===== config.mk =====
export PLATFORM = sky130hd
export DESIGN_NAME = pct_timer
export DESIGN_NICKNAME = d
export VERILOG_FILES = /design/src/pct_timer.v
export VERILOG_INCLUDE_DIRS = /design/src
export SDC_FILE = /design/constraint.sdc
export NUM_CORES = 1
export LEC_CHECK = 0
export BUFFER_PORTS_ARGS = -buffer_cell sky130_fd_sc_hd__buf_2
export CAP_MARGIN = 40
export CORE_UTILIZATION = 39
export DETAILED_ROUTE_END_ITERATION = 6
export SYNTH_ARGS = -nofsm -noshare
export SYNTH_HDL_FRONTEND = slang
export SYNTH_HIERARCHICAL = 1
export SYNTH_SLANG_ARGS = --single-unit

===== constraint.sdc =====
create_clock -name clk_i -period 2.9 [get_ports clk_i]
set_input_delay 0.29 -clock clk_i [delete_from_list [all_inputs] [get_ports clk_i]]
set_output_delay 0.29 -clock clk_i [all_outputs]
set_load 0.02 [all_outputs]

===== src/pct_map.vh =====
// register map, field positions and timing constants of the pwm capture timer pair
`ifndef PCT_MAP_VH
`define PCT_MAP_VH
// Summary of operation
// - counting clock is system clock divided by 1..128 from a 3-bit code
// - divide code takes effect at once; change it only while stopped
// - 16-bit up-counter advances on each prescaled tick while enabled
// - software write loads counter directly; stop timer first
// - high byte read first latches low byte for a coherent read
// - mode bit 0 selects input capture, 1 selects output compare
// - output low while count at or below duty, high above; polarity inverts
// - period register sets pwm period, duty register sets duty
// - duty equal to period gives constant level set by polarity
// - duty of zero gives a one-tick pulse each period
// - output mode: count equal to duty sets match flag, counting continues
// - output mode: count equal to period sets overflow flag, clears counter
// - single shot clears enable after overflow or period detection
// - filter code rejects pulses under 4, 8 or 16 clocks; 00 bypasses
// - filtered input lags raw input by 5-6, 9-10 or 17-18 clocks
// - capture polarity 0 measures rise-to-rise and high width; 1 the inverse
// - pulse-ending edge copies count to duty, sets width flag
// - period-ending edge copies count to period, sets flag, clears counter
// - capture count reaching ffff sets overflow flag and clears counter
// - separate enables for width/match, period and overflow interrupts
// - flags set only by hardware; write 0 clears, write 1 keeps
// - first instance in capture mode counts every clock when shared control bit 0 set
// - second instance has prescaler, counter and events only, no pins
// - counter wraps to zero after ffff
`define PCT_T4_CNT_LO 8'h92
`define PCT_T4_CNT_HI 8'h93
`define PCT_T4_DUTY_LO 8'h94
`define PCT_T4_DUTY_HI 8'h95
`define PCT_T4_PER_LO 8'h96
`define PCT_T4_PER_HI 8'h97
`define PCT_T3_CTL_A 8'h9c
`define PCT_T3_CTL_B 8'h9d
`define PCT_T4_CTL_A 8'h9e
`define PCT_T4_CTL_B 8'h9f
`define PCT_T3_CNT_LO 8'ha2
`define PCT_T3_CNT_HI 8'ha3
`define PCT_T3_DUTY_LO 8'ha4
`define PCT_T3_DUTY_HI 8'ha5
`define PCT_T3_PER_LO 8'ha6
`define PCT_T3_PER_HI 8'ha7
`define PCT_SHARED_CTL 8'hb0
// control a fields
`define PCT_A_PSC_HI 7
`define PCT_A_PSC_LO 5
`define PCT_A_POL 4
`define PCT_A_MWIE 3
`define PCT_A_SHOT 1
`define PCT_A_MODE 0
`define PCT_A_WMASK 8'hfb
// control b fields
`define PCT_B_MWF 7
`define PCT_B_PDF 6
`define PCT_B_OVF 5
`define PCT_B_PDIE 4
`define PCT_B_OVIE 3
`define PCT_B_FLT_HI 2
`define PCT_B_FLT_LO 1
`define PCT_B_EN 0
`define PCT_CNT_MAX 16'hffff
`define PCT_FLT_4 5'h04
`define PCT_FLT_8 5'h08
`define PCT_FLT_16 5'h10
`endif


===== src/pct_timer.v =====
// pwm capture timer pair with classic wishbone byte register port
//
// Our own choice: the Wishbone interface to the registers.
`include "pct_map.vh"

// ****************************************
// one timer channel
// ****************************************
module pct_chan #(
  parameter HAS_PIN = 1'b1,
  parameter [7:0] A_CNT_LO = 8'h00,
  parameter [7:0] A_CTL_A = 8'h00
) (
  input wire clk_i,          // system clock
  input wire rst_i,          // sync reset
  input wire wr_i,           // register write strobe
  input wire rd_i,           // register read strobe
  input wire [7:0] adr_i,    // register address
  input wire [7:0] dat_i,    // write data
  input wire fast_i,         // shared control bit 0
  input wire pin_i,          // synchronised capture input
  output reg [7:0] rdat_o,   // read data of this channel
  output reg hit_o,          // address belongs to channel
  output reg wave_o,         // pwm output level
  output reg irq_o           // interrupt request
);
  reg [7:0] ctl_a;
  reg [7:0] ctl_b;
  reg [15:0] cnt;
  reg [15:0] duty;
  reg [15:0] per;
  reg [7:0] lo_latch;
  reg [6:0] pre;
  reg [4:0] fcnt;
  reg filt;
  reg filt_d;
  reg [7:0] next_rdat;
  reg next_hit;
  reg [4:0] flen;
  reg tick;
  wire [2:0] psc = ctl_a[`PCT_A_PSC_HI:`PCT_A_PSC_LO];
  wire [1:0] fsel = ctl_b[`PCT_B_FLT_HI:`PCT_B_FLT_LO];
  wire outmode = ctl_a[`PCT_A_MODE];
  wire pol = ctl_a[`PCT_A_POL];
  wire en = ctl_b[`PCT_B_EN];
  wire capmode = HAS_PIN && !outmode;
  wire rise = filt & ~filt_d;
  wire fall = ~filt & filt_d;
  wire start_edge = pol ? fall : rise;
  wire end_edge = pol ? rise : fall;
  wire [7:0] off = adr_i - A_CNT_LO;
  wire ctl_wr_a = wr_i && adr_i == A_CTL_A;
  wire ctl_wr_b = wr_i && adr_i == A_CTL_A + 8'h01;

  // ****************************************
  // prescaler
  // ****************************************
  always @* begin
    tick = 1'b0;
    case (psc)
      3'h0: tick = 1'b1;
      3'h1: tick = pre[0];
      3'h2: tick = &pre[1:0];
      3'h3: tick = &pre[2:0];
      3'h4: tick = &pre[3:0];
      3'h5: tick = &pre[4:0];
      3'h6: tick = &pre[5:0];
      default: tick = &pre[6:0];
    endcase
    if (capmode && fast_i) begin
      tick = 1'b1;
    end
  end

  always @(posedge clk_i) begin
    if (rst_i || !en) begin
      pre <= 7'h00;
    end else begin
      pre <= pre + 7'h01;
    end
  end

  // ****************************************
  // input noise filter
  // ****************************************
  always @* begin
    case (fsel)
      2'h1: flen = `PCT_FLT_4;
      2'h2: flen = `PCT_FLT_8;
      2'h3: flen = `PCT_FLT_16;
      default: flen = 5'h00;
    endcase
  end

  always @(posedge clk_i) begin
    if (rst_i) begin
      fcnt <= 5'h00;
      filt <= 1'b0;
      filt_d <= 1'b0;
    end else begin
      filt_d <= filt;
      if (fsel == 2'h0) begin
        filt <= pin_i;
        fcnt <= 5'h00;
      end else if (pin_i == filt) begin
        fcnt <= 5'h00;
      end else if (fcnt == flen - 5'h01) begin
        filt <= pin_i;
        fcnt <= 5'h00;
      end else begin
        fcnt <= fcnt + 5'h01;
      end
    end
  end

  // ****************************************
  // counter, compare, capture and registers
  // ****************************************
  always @(posedge clk_i) begin
    if (rst_i) begin
      ctl_a <= 8'h00;
      ctl_b <= 8'h00;
      cnt <= 16'h0000;
      duty <= 16'h0000;
      per <= 16'h0000;
      lo_latch <= 8'h00;
      wave_o <= 1'b0;
    end else begin
      if (ctl_wr_a) begin
        ctl_a <= dat_i & `PCT_A_WMASK;
      end
      if (ctl_wr_b) begin
        // flags only cleared by a written zero
        ctl_b[`PCT_B_MWF] <= ctl_b[`PCT_B_MWF] & dat_i[`PCT_B_MWF];
        ctl_b[`PCT_B_PDF] <= ctl_b[`PCT_B_PDF] & dat_i[`PCT_B_PDF];
        ctl_b[`PCT_B_OVF] <= ctl_b[`PCT_B_OVF] & dat_i[`PCT_B_OVF];
        ctl_b[4:0] <= dat_i[4:0];
      end
      if (wr_i) begin
        case (off)
          8'h00: cnt[7:0] <= dat_i;
          8'h01: cnt[15:8] <= dat_i;
          8'h02: duty[7:0] <= dat_i;
          8'h03: duty[15:8] <= dat_i;
          8'h04: per[7:0] <= dat_i;
          8'h05: per[15:8] <= dat_i;
          default: ;
        endcase
      end
      if (rd_i && off == 8'h01) begin
        lo_latch <= cnt[7:0];
      end
      wave_o <= HAS_PIN && outmode && (pol ^ ((cnt > duty) && duty != per));
      if (en && tick && !(wr_i && off < 8'h02)) begin
        if (outmode) begin
          if (cnt == duty) begin
            ctl_b[`PCT_B_MWF] <= 1'b1;
          end
          if (cnt == per) begin
            cnt <= 16'h0000;
            ctl_b[`PCT_B_OVF] <= 1'b1;
            if (ctl_a[`PCT_A_SHOT]) begin
              ctl_b[`PCT_B_EN] <= 1'b0;
            end
          end else begin
            cnt <= cnt + 16'h0001;
          end
        end else begin
          if (capmode && end_edge) begin
            duty <= cnt;
            ctl_b[`PCT_B_MWF] <= 1'b1;
          end
          if (capmode && start_edge) begin
            per <= cnt;
            cnt <= 16'h0000;
            ctl_b[`PCT_B_PDF] <= 1'b1;
            if (ctl_a[`PCT_A_SHOT]) begin
              ctl_b[`PCT_B_EN] <= 1'b0;
            end
          end else if (cnt == `PCT_CNT_MAX) begin
            cnt <= 16'h0000;
            ctl_b[`PCT_B_OVF] <= 1'b1;
            if (ctl_a[`PCT_A_SHOT]) begin
              ctl_b[`PCT_B_EN] <= 1'b0;
            end
          end else begin
            cnt <= cnt + 16'h0001;
          end
        end
      end
    end
  end

  always @(posedge clk_i) begin
    if (rst_i) begin
      irq_o <= 1'b0;
    end else begin
      irq_o <= (ctl_b[`PCT_B_MWF] & ctl_a[`PCT_A_MWIE])
        | (ctl_b[`PCT_B_PDF] & ctl_b[`PCT_B_PDIE])
        | (ctl_b[`PCT_B_OVF] & ctl_b[`PCT_B_OVIE]);
    end
  end

  always @* begin
    next_hit = 1'b1;
    next_rdat = 8'h00;
    if (adr_i == A_CTL_A) begin
      next_rdat = ctl_a;
    end else if (adr_i == A_CTL_A + 8'h01) begin
      next_rdat = ctl_b;
    end else begin
      case (off)
        8'h00: next_rdat = lo_latch;
        8'h01: next_rdat = cnt[15:8];
        8'h02: next_rdat = duty[7:0];
        8'h03: next_rdat = duty[15:8];
        8'h04: next_rdat = per[7:0];
        8'h05: next_rdat = per[15:8];
        default: next_hit = 1'b0;
      endcase
    end
    rdat_o = next_rdat;
    hit_o = next_hit;
  end
endmodule // pct_chan

// ****************************************
// top: wishbone slave and two channels
// ****************************************
module pct_timer (
  input wire clk_i,          // 50 MHz system clock
  input wire rst_i,          // sync reset, active high
  input wire cyc_i,          // wishbone cycle
  input wire stb_i,          // wishbone strobe
  input wire we_i,           // wishbone write enable
  input wire [7:0] adr_i,    // byte register address
  input wire [7:0] dat_i,    // write data
  input wire sel_i,          // byte select
  input wire capture_input_i, // external pwm input, async
  output reg [7:0] dat_o,    // read data
  output reg ack_o,          // wishbone acknowledge
  output reg pwm_o,          // pwm waveform output
  output reg irq_o           // combined interrupt request
);
  reg pin_s1;
  reg pin_s2;
  reg fast;
  wire req = cyc_i && stb_i && !ack_o;
  wire wr = req && we_i && sel_i;
  wire rd = req && !we_i;
  wire [7:0] rd3;
  wire [7:0] rd4;
  wire hit3;
  wire hit4;
  wire wave3;
  wire irq3;
  wire irq4;

  always @(posedge clk_i) begin
    if (rst_i) begin
      pin_s1 <= 1'b0;
      pin_s2 <= 1'b0;
      ack_o <= 1'b0;
      dat_o <= 8'h00;
      fast <= 1'b0;
      pwm_o <= 1'b0;
      irq_o <= 1'b0;
    end else begin
      pin_s1 <= capture_input_i;
      pin_s2 <= pin_s1;
      ack_o <= req;
      if (wr && adr_i == `PCT_SHARED_CTL) begin
        fast <= dat_i[0];
      end
      if (rd) begin
        dat_o <= hit3 ? rd3 : hit4 ? rd4 :
          (adr_i == `PCT_SHARED_CTL ? {7'h00, fast} : 8'h00);
      end
      pwm_o <= wave3;
      irq_o <= irq3 | irq4;
    end
  end

  pct_chan #(.HAS_PIN(1'b1), .A_CNT_LO(`PCT_T3_CNT_LO), .A_CTL_A(`PCT_T3_CTL_A)) u_t3 (
    .clk_i(clk_i), .rst_i(rst_i), .wr_i(wr), .rd_i(rd), .adr_i(adr_i), .dat_i(dat_i),
    .fast_i(fast), .pin_i(pin_s2), .rdat_o(rd3), .hit_o(hit3), .wave_o(wave3),
    .irq_o(irq3));

  pct_chan #(.HAS_PIN(1'b0), .A_CNT_LO(`PCT_T4_CNT_LO), .A_CTL_A(`PCT_T4_CTL_A)) u_t4 (
    .clk_i(clk_i), .rst_i(rst_i), .wr_i(wr), .rd_i(rd), .adr_i(adr_i), .dat_i(dat_i),
    .fast_i(1'b0), .pin_i(1'b0), .rdat_o(rd4), .hit_o(hit4), .wave_o(),
    .irq_o(irq4));
endmodule // pct_timer


==> results by group, run 1 <==
Outcome
  – Outcome: finished clean

Timing
  – Number of setup violations in the final report: 0
  – RSZ-0062 raised after global routing: false
  – Hold Slack: 0.07105 ns
  – Tmin final: between 2 and 3 ns
  – Fmax: 388.5 MHz
  – Setup TNS: 0 ns
  – Worst slew margin: 0.5675
  – Setup slack after layout: between 0.3 and 0.4 ns
  – Crit share post-route: 0.8876
  – Max Transition Viols Final: 0
  – Worst-Margin Slew: around 0.65 ns
  – Final hold violation count: 0
  – Worst Skew: around 0.0074 ns

Clock network
  – H-tree depth: 4
  – Postcts setup bufs: 0
  – Sink Count: 180
  – Post-CTS resize count: 0
  – Worst-path clk slew: 0.07 ns
  – Post-CTS Hold Buffers: 0
  – CTS root buf: clkbuf_16
  – Clock Latency Late Sink: 0.44 ns
  – CTS tree: done
  – TritonCTS Buffers: 17
  – Clock buffer depth: 2

Power
  – Power share of the clock group: 0.459
  – Pwr/cell area: between 400 and 500 mW/mm^2
  – Leakage Power: 4.757 nW
  – Logic pwr share: 0.064
  – Switching share of total power: 0.2502
  – Part of the power in registers: 0.477
  – Peak VDD IR: 0.0003905 V
  – Internal power: 3.903 mW
  – Switching power: 1.303 mW

Placed design
  – IO buf count: 33
  – Placed inst area: roughly 0.012 mm^2
  – Hpwl dp: between 20 and 30 mm
  – GP Congestion: approximately 0.97
  – DP Worst Slack: 0.05981 ns

Final layout
  – Nets: 1396
  – Final Cell Area: 0.01232 mm^2
  – Post-layout util: 0.4532
  – Layout cells sized above 1: 0.1268
  – Commonest non-fill, non-tap cells in the layout: dfxtp_1 (180), nor2_1 (150), mux2i_1 (99)
  – P&R area growth vs syn: 12.76%
  – Commonest non-fill, non-tap cell in the layout: dfxtp_1

Setup path
  – Critical R2R Launch: u_t3/pre[0]
  – Setup CP Type: reg -> reg
  – Critical-path cell list: ha_1, nand3_1, inv_1, ha_1, inv_1, o221ai_1, a221o_1, and2_1, buf_4, a2bb2oi_1, a21oi_1
  – WP data arrival: 2.87 ns
  – CP max-delay cell: and2_1
  – Crit path buf inv count: 3
  – Worst setup EP type: register
  – Crit-path max FO: 14
  – Worst Path Required: 3.20 ns
  – Critical Path Source: u_t3/pre[0]
  – Delay-heaviest family, CP: compound AO/OA/AOI/OAI gates
  – Max stage delay on crit path: 0.40 ns
  – Startpoint Class: register
  – CP Depth: 11
  – Worst r2r path cells: 11

Global routing
  – Grt ovf: 0
  – Total GRT Usage: 0.2559
  – Antenna violations before repair: 1
  – Vias in the first global route: between 9000 and 10000
  – First-pass GRT wire length: 55.83 mm
  – Global routing's busiest layer: met2
  – Largest net degree at the start of global routing: 53
  – Met2 Use GR: 0.4103
  – Met1 Usage GRT: 0.3427
  – Met3 global-route usage: 0.04151

Drt
  – Vias per cell: 5.886
  – Pre-antenna DRT Iters: 6
  – WL final: 36.25 mm
  – DRC: 0
  – DR iter-0 viols: 995
  – Via count: 10180
  – Routed Antenna Nets: 0
  – Drt wl/cell: 20.95 um

Die
  – Die footprint: 0.02868 mm^2
  – Die Wd: about 170 um
  – I/O pin cnt: 34
  – Core Rows: 60
  – Initial Utilization: 0.4019
  – CORE AREA: 0.02718 mm^2
  – Die Y: 169.3 um

Hold path
  – Hold path startpoint: capture_input_i
  – WHS Path Cells: 2
  – Worst hold path type: in -> reg

Synth
  – Post-Syn Area: ~0.011 mm^2
  – Mapped Cells: about 1300
  – Mean Syn Cell Area: 8.249 um^2
  – Yosys warnings: 6
  – Synthesized net count: between 1000 and 1500

Job
  – Max-cap violation count: 0
state kept, by name (all words and copies together) (netlist names), 5 cells and up:
register / flops
u_t3/duty: 16
u_t3/lo_latch: 8
u_t3/pre: 7
u_t4/pre: 7
u_t3/ctl_b: 8
u_t3/ctl_a: 7
u_t3/cnt: 16
u_t3/fcnt: 5
u_t3/per: 16
u_t4/cnt: 16
u_t4/per: 16
u_t4/lo_latch: 8
u_t4/ctl_a: 7
u_t4/duty: 16
dat_o: 8
u_t4/ctl_b: 8
path summary, 6_finish.rpt:
path / to / slack (ns)
worst max-delay path: u_t3/cnt[10] / 0.33
worst min-delay path: pin_s1 / 0.07
worst max register to register: u_t3/cnt[10] / 0.33
worst min register to register: pwm_o / 0.44
power groups by stage:
stage | combinational (mW) | clock, mW | sequential, mW
CTS | 0.326 | 2.45 | 2.49
global placement | 0.326 | 0 | 2.54
detailed placement | 0.325 | 0 | 2.54
global route | 0.351 | 2.54 | 2.48
floorplan | 0.184 | 0 | 2.55
finish | 0.333 | 2.39 | 2.49
cell type report:
| class | count | area (um^2) |
|---|---|---|
| diodes | 1 | 2.502 |
| clock inverters | 13 | 146.4 |
| inverters | 39 | 146.4 |
| flip-flops and latches | 180 | 3603 |
| well taps | 372 | 465.4 |
| clock buffers | 19 | 452.9 |
| repair buffers | 115 | 820.8 |
| multi-input cells | 991 | 6678 |
| fillers | 2709 | 14860 |
worst register-to-register path, delay by kind of cell, from the launching register on:
kind                       cells  cell delay, ns
AOI/OAI and AO/OA              4            0.73
and+or+nand+nor                2            0.58
DFF                            1            0.37
buffers and inverters          3            0.41
adders and majority gates      2            0.35
per-layer routing:
layer	up-vias	share of wire
li1	4780	-
met3	73	0.062
met1	4900	0.45
met4	2	0.032
met5	-	0.00036
met2	427	0.46
metrics by stage:
stage	total power [mW]	cells
floorplan	2.731	1324
global placement	2.868	1697
detailed placement	2.867	1697
CTS	5.256	1729
global route	5.375	1729
finish	5.205	1730
Power figures use the tool's default switching activity.
==> inputs of run 2 (changes only) <==
- clock period: 2.9 -> 2.85 ns (I/O delays scaled with it)
==> results by group, run 2 (synthesis results as in run 1) <==
Drt
  – Via count: 10130 (-0.48%)
  – DRC: 0 (unchanged)
  – Routed Antenna Nets: 0 (unchanged)
  – Vias per cell: 5.864 (-0.37%)
  – Pre-antenna DRT Iters: 6 (unchanged)
  – WL final: 36.71 mm (+1.3%)
  – DR iter-0 viols: 1062 (+6.7%)
  – Drt wl/cell: 21.24 um (+1.4%)

Final layout
  – Commonest non-fill, non-tap cells in the layout: dfxtp_1 (180), nor2_1 (150), mux2i_1 (99)
  – Nets: 1395 (-0.072%)
  – Commonest non-fill, non-tap cell in the layout: dfxtp_1
  – Fin cells: 1728 (-0.12%)
  – P&R area growth vs syn: 12.64%
  – N_diodes: 0 (-1)
  – Reg area: 0.003603 mm^2 (unchanged)
  – Multi-input logic area: 0.006678 mm^2 (unchanged)
  – Layout cells sized above 1: 0.1261 (-0.0006440)
  – FILL cells: 2734 (+0.92%)

Timing
  – Number of setup violations in the final report: 0 (unchanged)
  – Worst slew margin: 0.5369 (-0.03064)
  – Final hold violation count: 0 (unchanged)
  – Max Transition Viols Final: 0 (unchanged)
  – Setup TNS: 0 ns (unchanged)
  – RSZ-0062 raised after global routing: false
  – Crit share post-route: 0.8945 (+0.006938)
  – Fmax: 392.3 MHz (+0.97%)
  – Worst-Margin Slew: 0.6930 ns (+0.04428 ns)
  – Worst Skew: 0.009821 ns (+0.002466 ns)
  – Tmin final: 2.549 ns (-0.02460 ns)

Clock network
  – Postcts setup bufs: 0 (unchanged)
  – Post-CTS Hold Buffers: 0 (unchanged)
  – Sink Count: 180 (unchanged)
  – Worst-path clk slew: 0.08 ns (about the same)
  – Clock buffer depth: 2 (unchanged)
  – Post-CTS resize count: 0 (unchanged)
  – CTS root buf: clkbuf_16
  – H-tree depth: 4 (unchanged)
  – TritonCTS Buffers: 17 (unchanged)
  – Clock Latency Late Sink: 0.45 ns (about the same)
  – CTS tree: done

Setup path
  – Worst setup EP type: register
  – Critical-path cell list: ha_1, nand4_1, o21ai_0, a2111oi_0, nor2_1, o31ai_1, buf_4, mux2i_1
  – Crit-path max FO: 9 (-5)
  – Worst Path Required: 3.23 ns (+0.03 ns)
  – Crit path buf inv count: 1 (-2)
  – WP data arrival: 2.93 ns (+0.06 ns)
  – CP max-delay cell: dfxtp_1
  – Setup CP Type: reg -> reg
  – Max stage delay on crit path: 0.60 ns (+0.20 ns)
  – Delay-heaviest family, CP: compound AO/OA/AOI/OAI gates
  – Startpoint Class: register

Global routing
  – Total GRT Usage: 0.2596 (+0.003741)
  – Antenna violations before repair: 2 (+1)
  – First-pass GRT wire length: 56.10 mm (+0.48%)
  – Grt ovf: 0 (unchanged)
  – Largest net degree at the start of global routing: 70 (+32%)
  – Vias in the first global route: 9379 (-0.11%)

Outcome
  – Outcome: finished clean

Placed design
  – GP Congestion: 0.9522 (-1.8%)
  – Dpl cells: 1696 (-0.059%)
  – IO buf count: 33 (unchanged)
  – Hpwl dp: 25.80 mm (-1.1%)

Power
  – Switching power: 1.472 mW (+13%)
  – Part of the power in registers: 0.480 (+0.003)
  – Leakage Power: 4.750 nW (-0.15%)
  – Pwr/cell area: 428.3 mW/mm^2 (+1.3%)
  – Internal power: 3.796 mW (-2.7%)
  – Peak VDD IR: 0.0003512 V (-10%)
  – Switching share of total power: 0.2794 (+0.02919)
  – Power share of the clock group: 0.456 (-0.003)
  – Logic pwr share: 0.064 (about the same)

Die
  – Die Y: 169.3 um (unchanged)
  – Initial Utilization: 0.4019 (unchanged)
  – Die footprint: 0.02868 mm^2 (unchanged)
  – CORE AREA: 0.02718 mm^2 (unchanged)
  – Die Wd: 169.3 um (unchanged)
  – Core Rows: 60 (unchanged)
  – I/O pin cnt: 34 (unchanged)

Hold path
  – Worst hold path type: in -> reg

Job
  – Max-cap violation count: 0 (unchanged)
[run 2: cell types whose count changed in the layout (fill, tap and decap cells not counted)]
cell,delta
clkinvlp_4,-1
clkinv_2,-2
clkinv_8,+4
clkinv_4,+2
inv_6,-3
bufinv_16,-2
buf_4,-1
clkbuf_8,-2
diode_2,-1
inv_8,+4
[run 2: path summary, 6_finish.rpt]
| path | from | to | slack (ns) | cells after the start |
|---|---|---|---|---|
| worst min-delay path | capture_input_i | pin_s1 | 0.05 | 2 |
| worst max-delay path | u_t3/cnt[9] | u_t3/wave_o | 0.30 | 8 |
| worst min register to register | u_t3/wave_o | pwm_o | 0.45 | 1 |
| worst max register to register | u_t3/cnt[9] | u_t3/wave_o | 0.30 | 8 |
[run 2: metrics by stage]
step           total power, mW    util  setup WS, ns  hold slack [ns]  area (um^2)
2_1_floorplan            2.779       -        0.2023           0.3566        10920
5_1_grt                  5.432  0.4527       0.08066          0.03327        12300
6_report                 5.268  0.4527        0.3006          0.05443        12300
3_3_place_gp             2.917  0.4308        0.1142           0.4159        11710
3_5_place_dp             2.918  0.4308       0.07397           0.4287        11710
4_1_cts                  5.302  0.4527        0.3180          0.03626        12300
[run 2: layout make-up]
cell class,count,area share
timing repair buffer,114,0.06611
multi-input combinational,991,0.5428
inverter,39,0.01190
clock inverter,15,0.01383
sequential,180,0.2929
clock buffer,17,0.03458
tap,372,0.03784
[run 2: worst register-to-register path, cell delays in order, from the launching register on]
cell and delay (ns):
dfxtp_1 0.60, ha_1 0.31, nand4_1 0.21, o21ai_0 0.11
a2111oi_0 0.46, nor2_1 0.14, o31ai_1 0.31, buf_4 0.18
mux2i_1 0.16
[run 2: routing by layer]
layer  vias to the layer above  part of all wire  global-route usage
met5                         -           0.00090                   0
met4                         4             0.036              0.1038
met3                        83             0.085             0.06017
met2                       455              0.45              0.4076
met1                      4810              0.43              0.3426
li1                       4781                 -                   -
[run 2: power by group through the flow]
stage	registers, mW	clock network, mW	logic, mW
finish	2.53	2.40	0.339
global route	2.53	2.55	0.356
CTS	2.53	2.44	0.331
detailed placement	2.59	0	0.330
global placement	2.59	0	0.329
floorplan	2.59	0	0.188
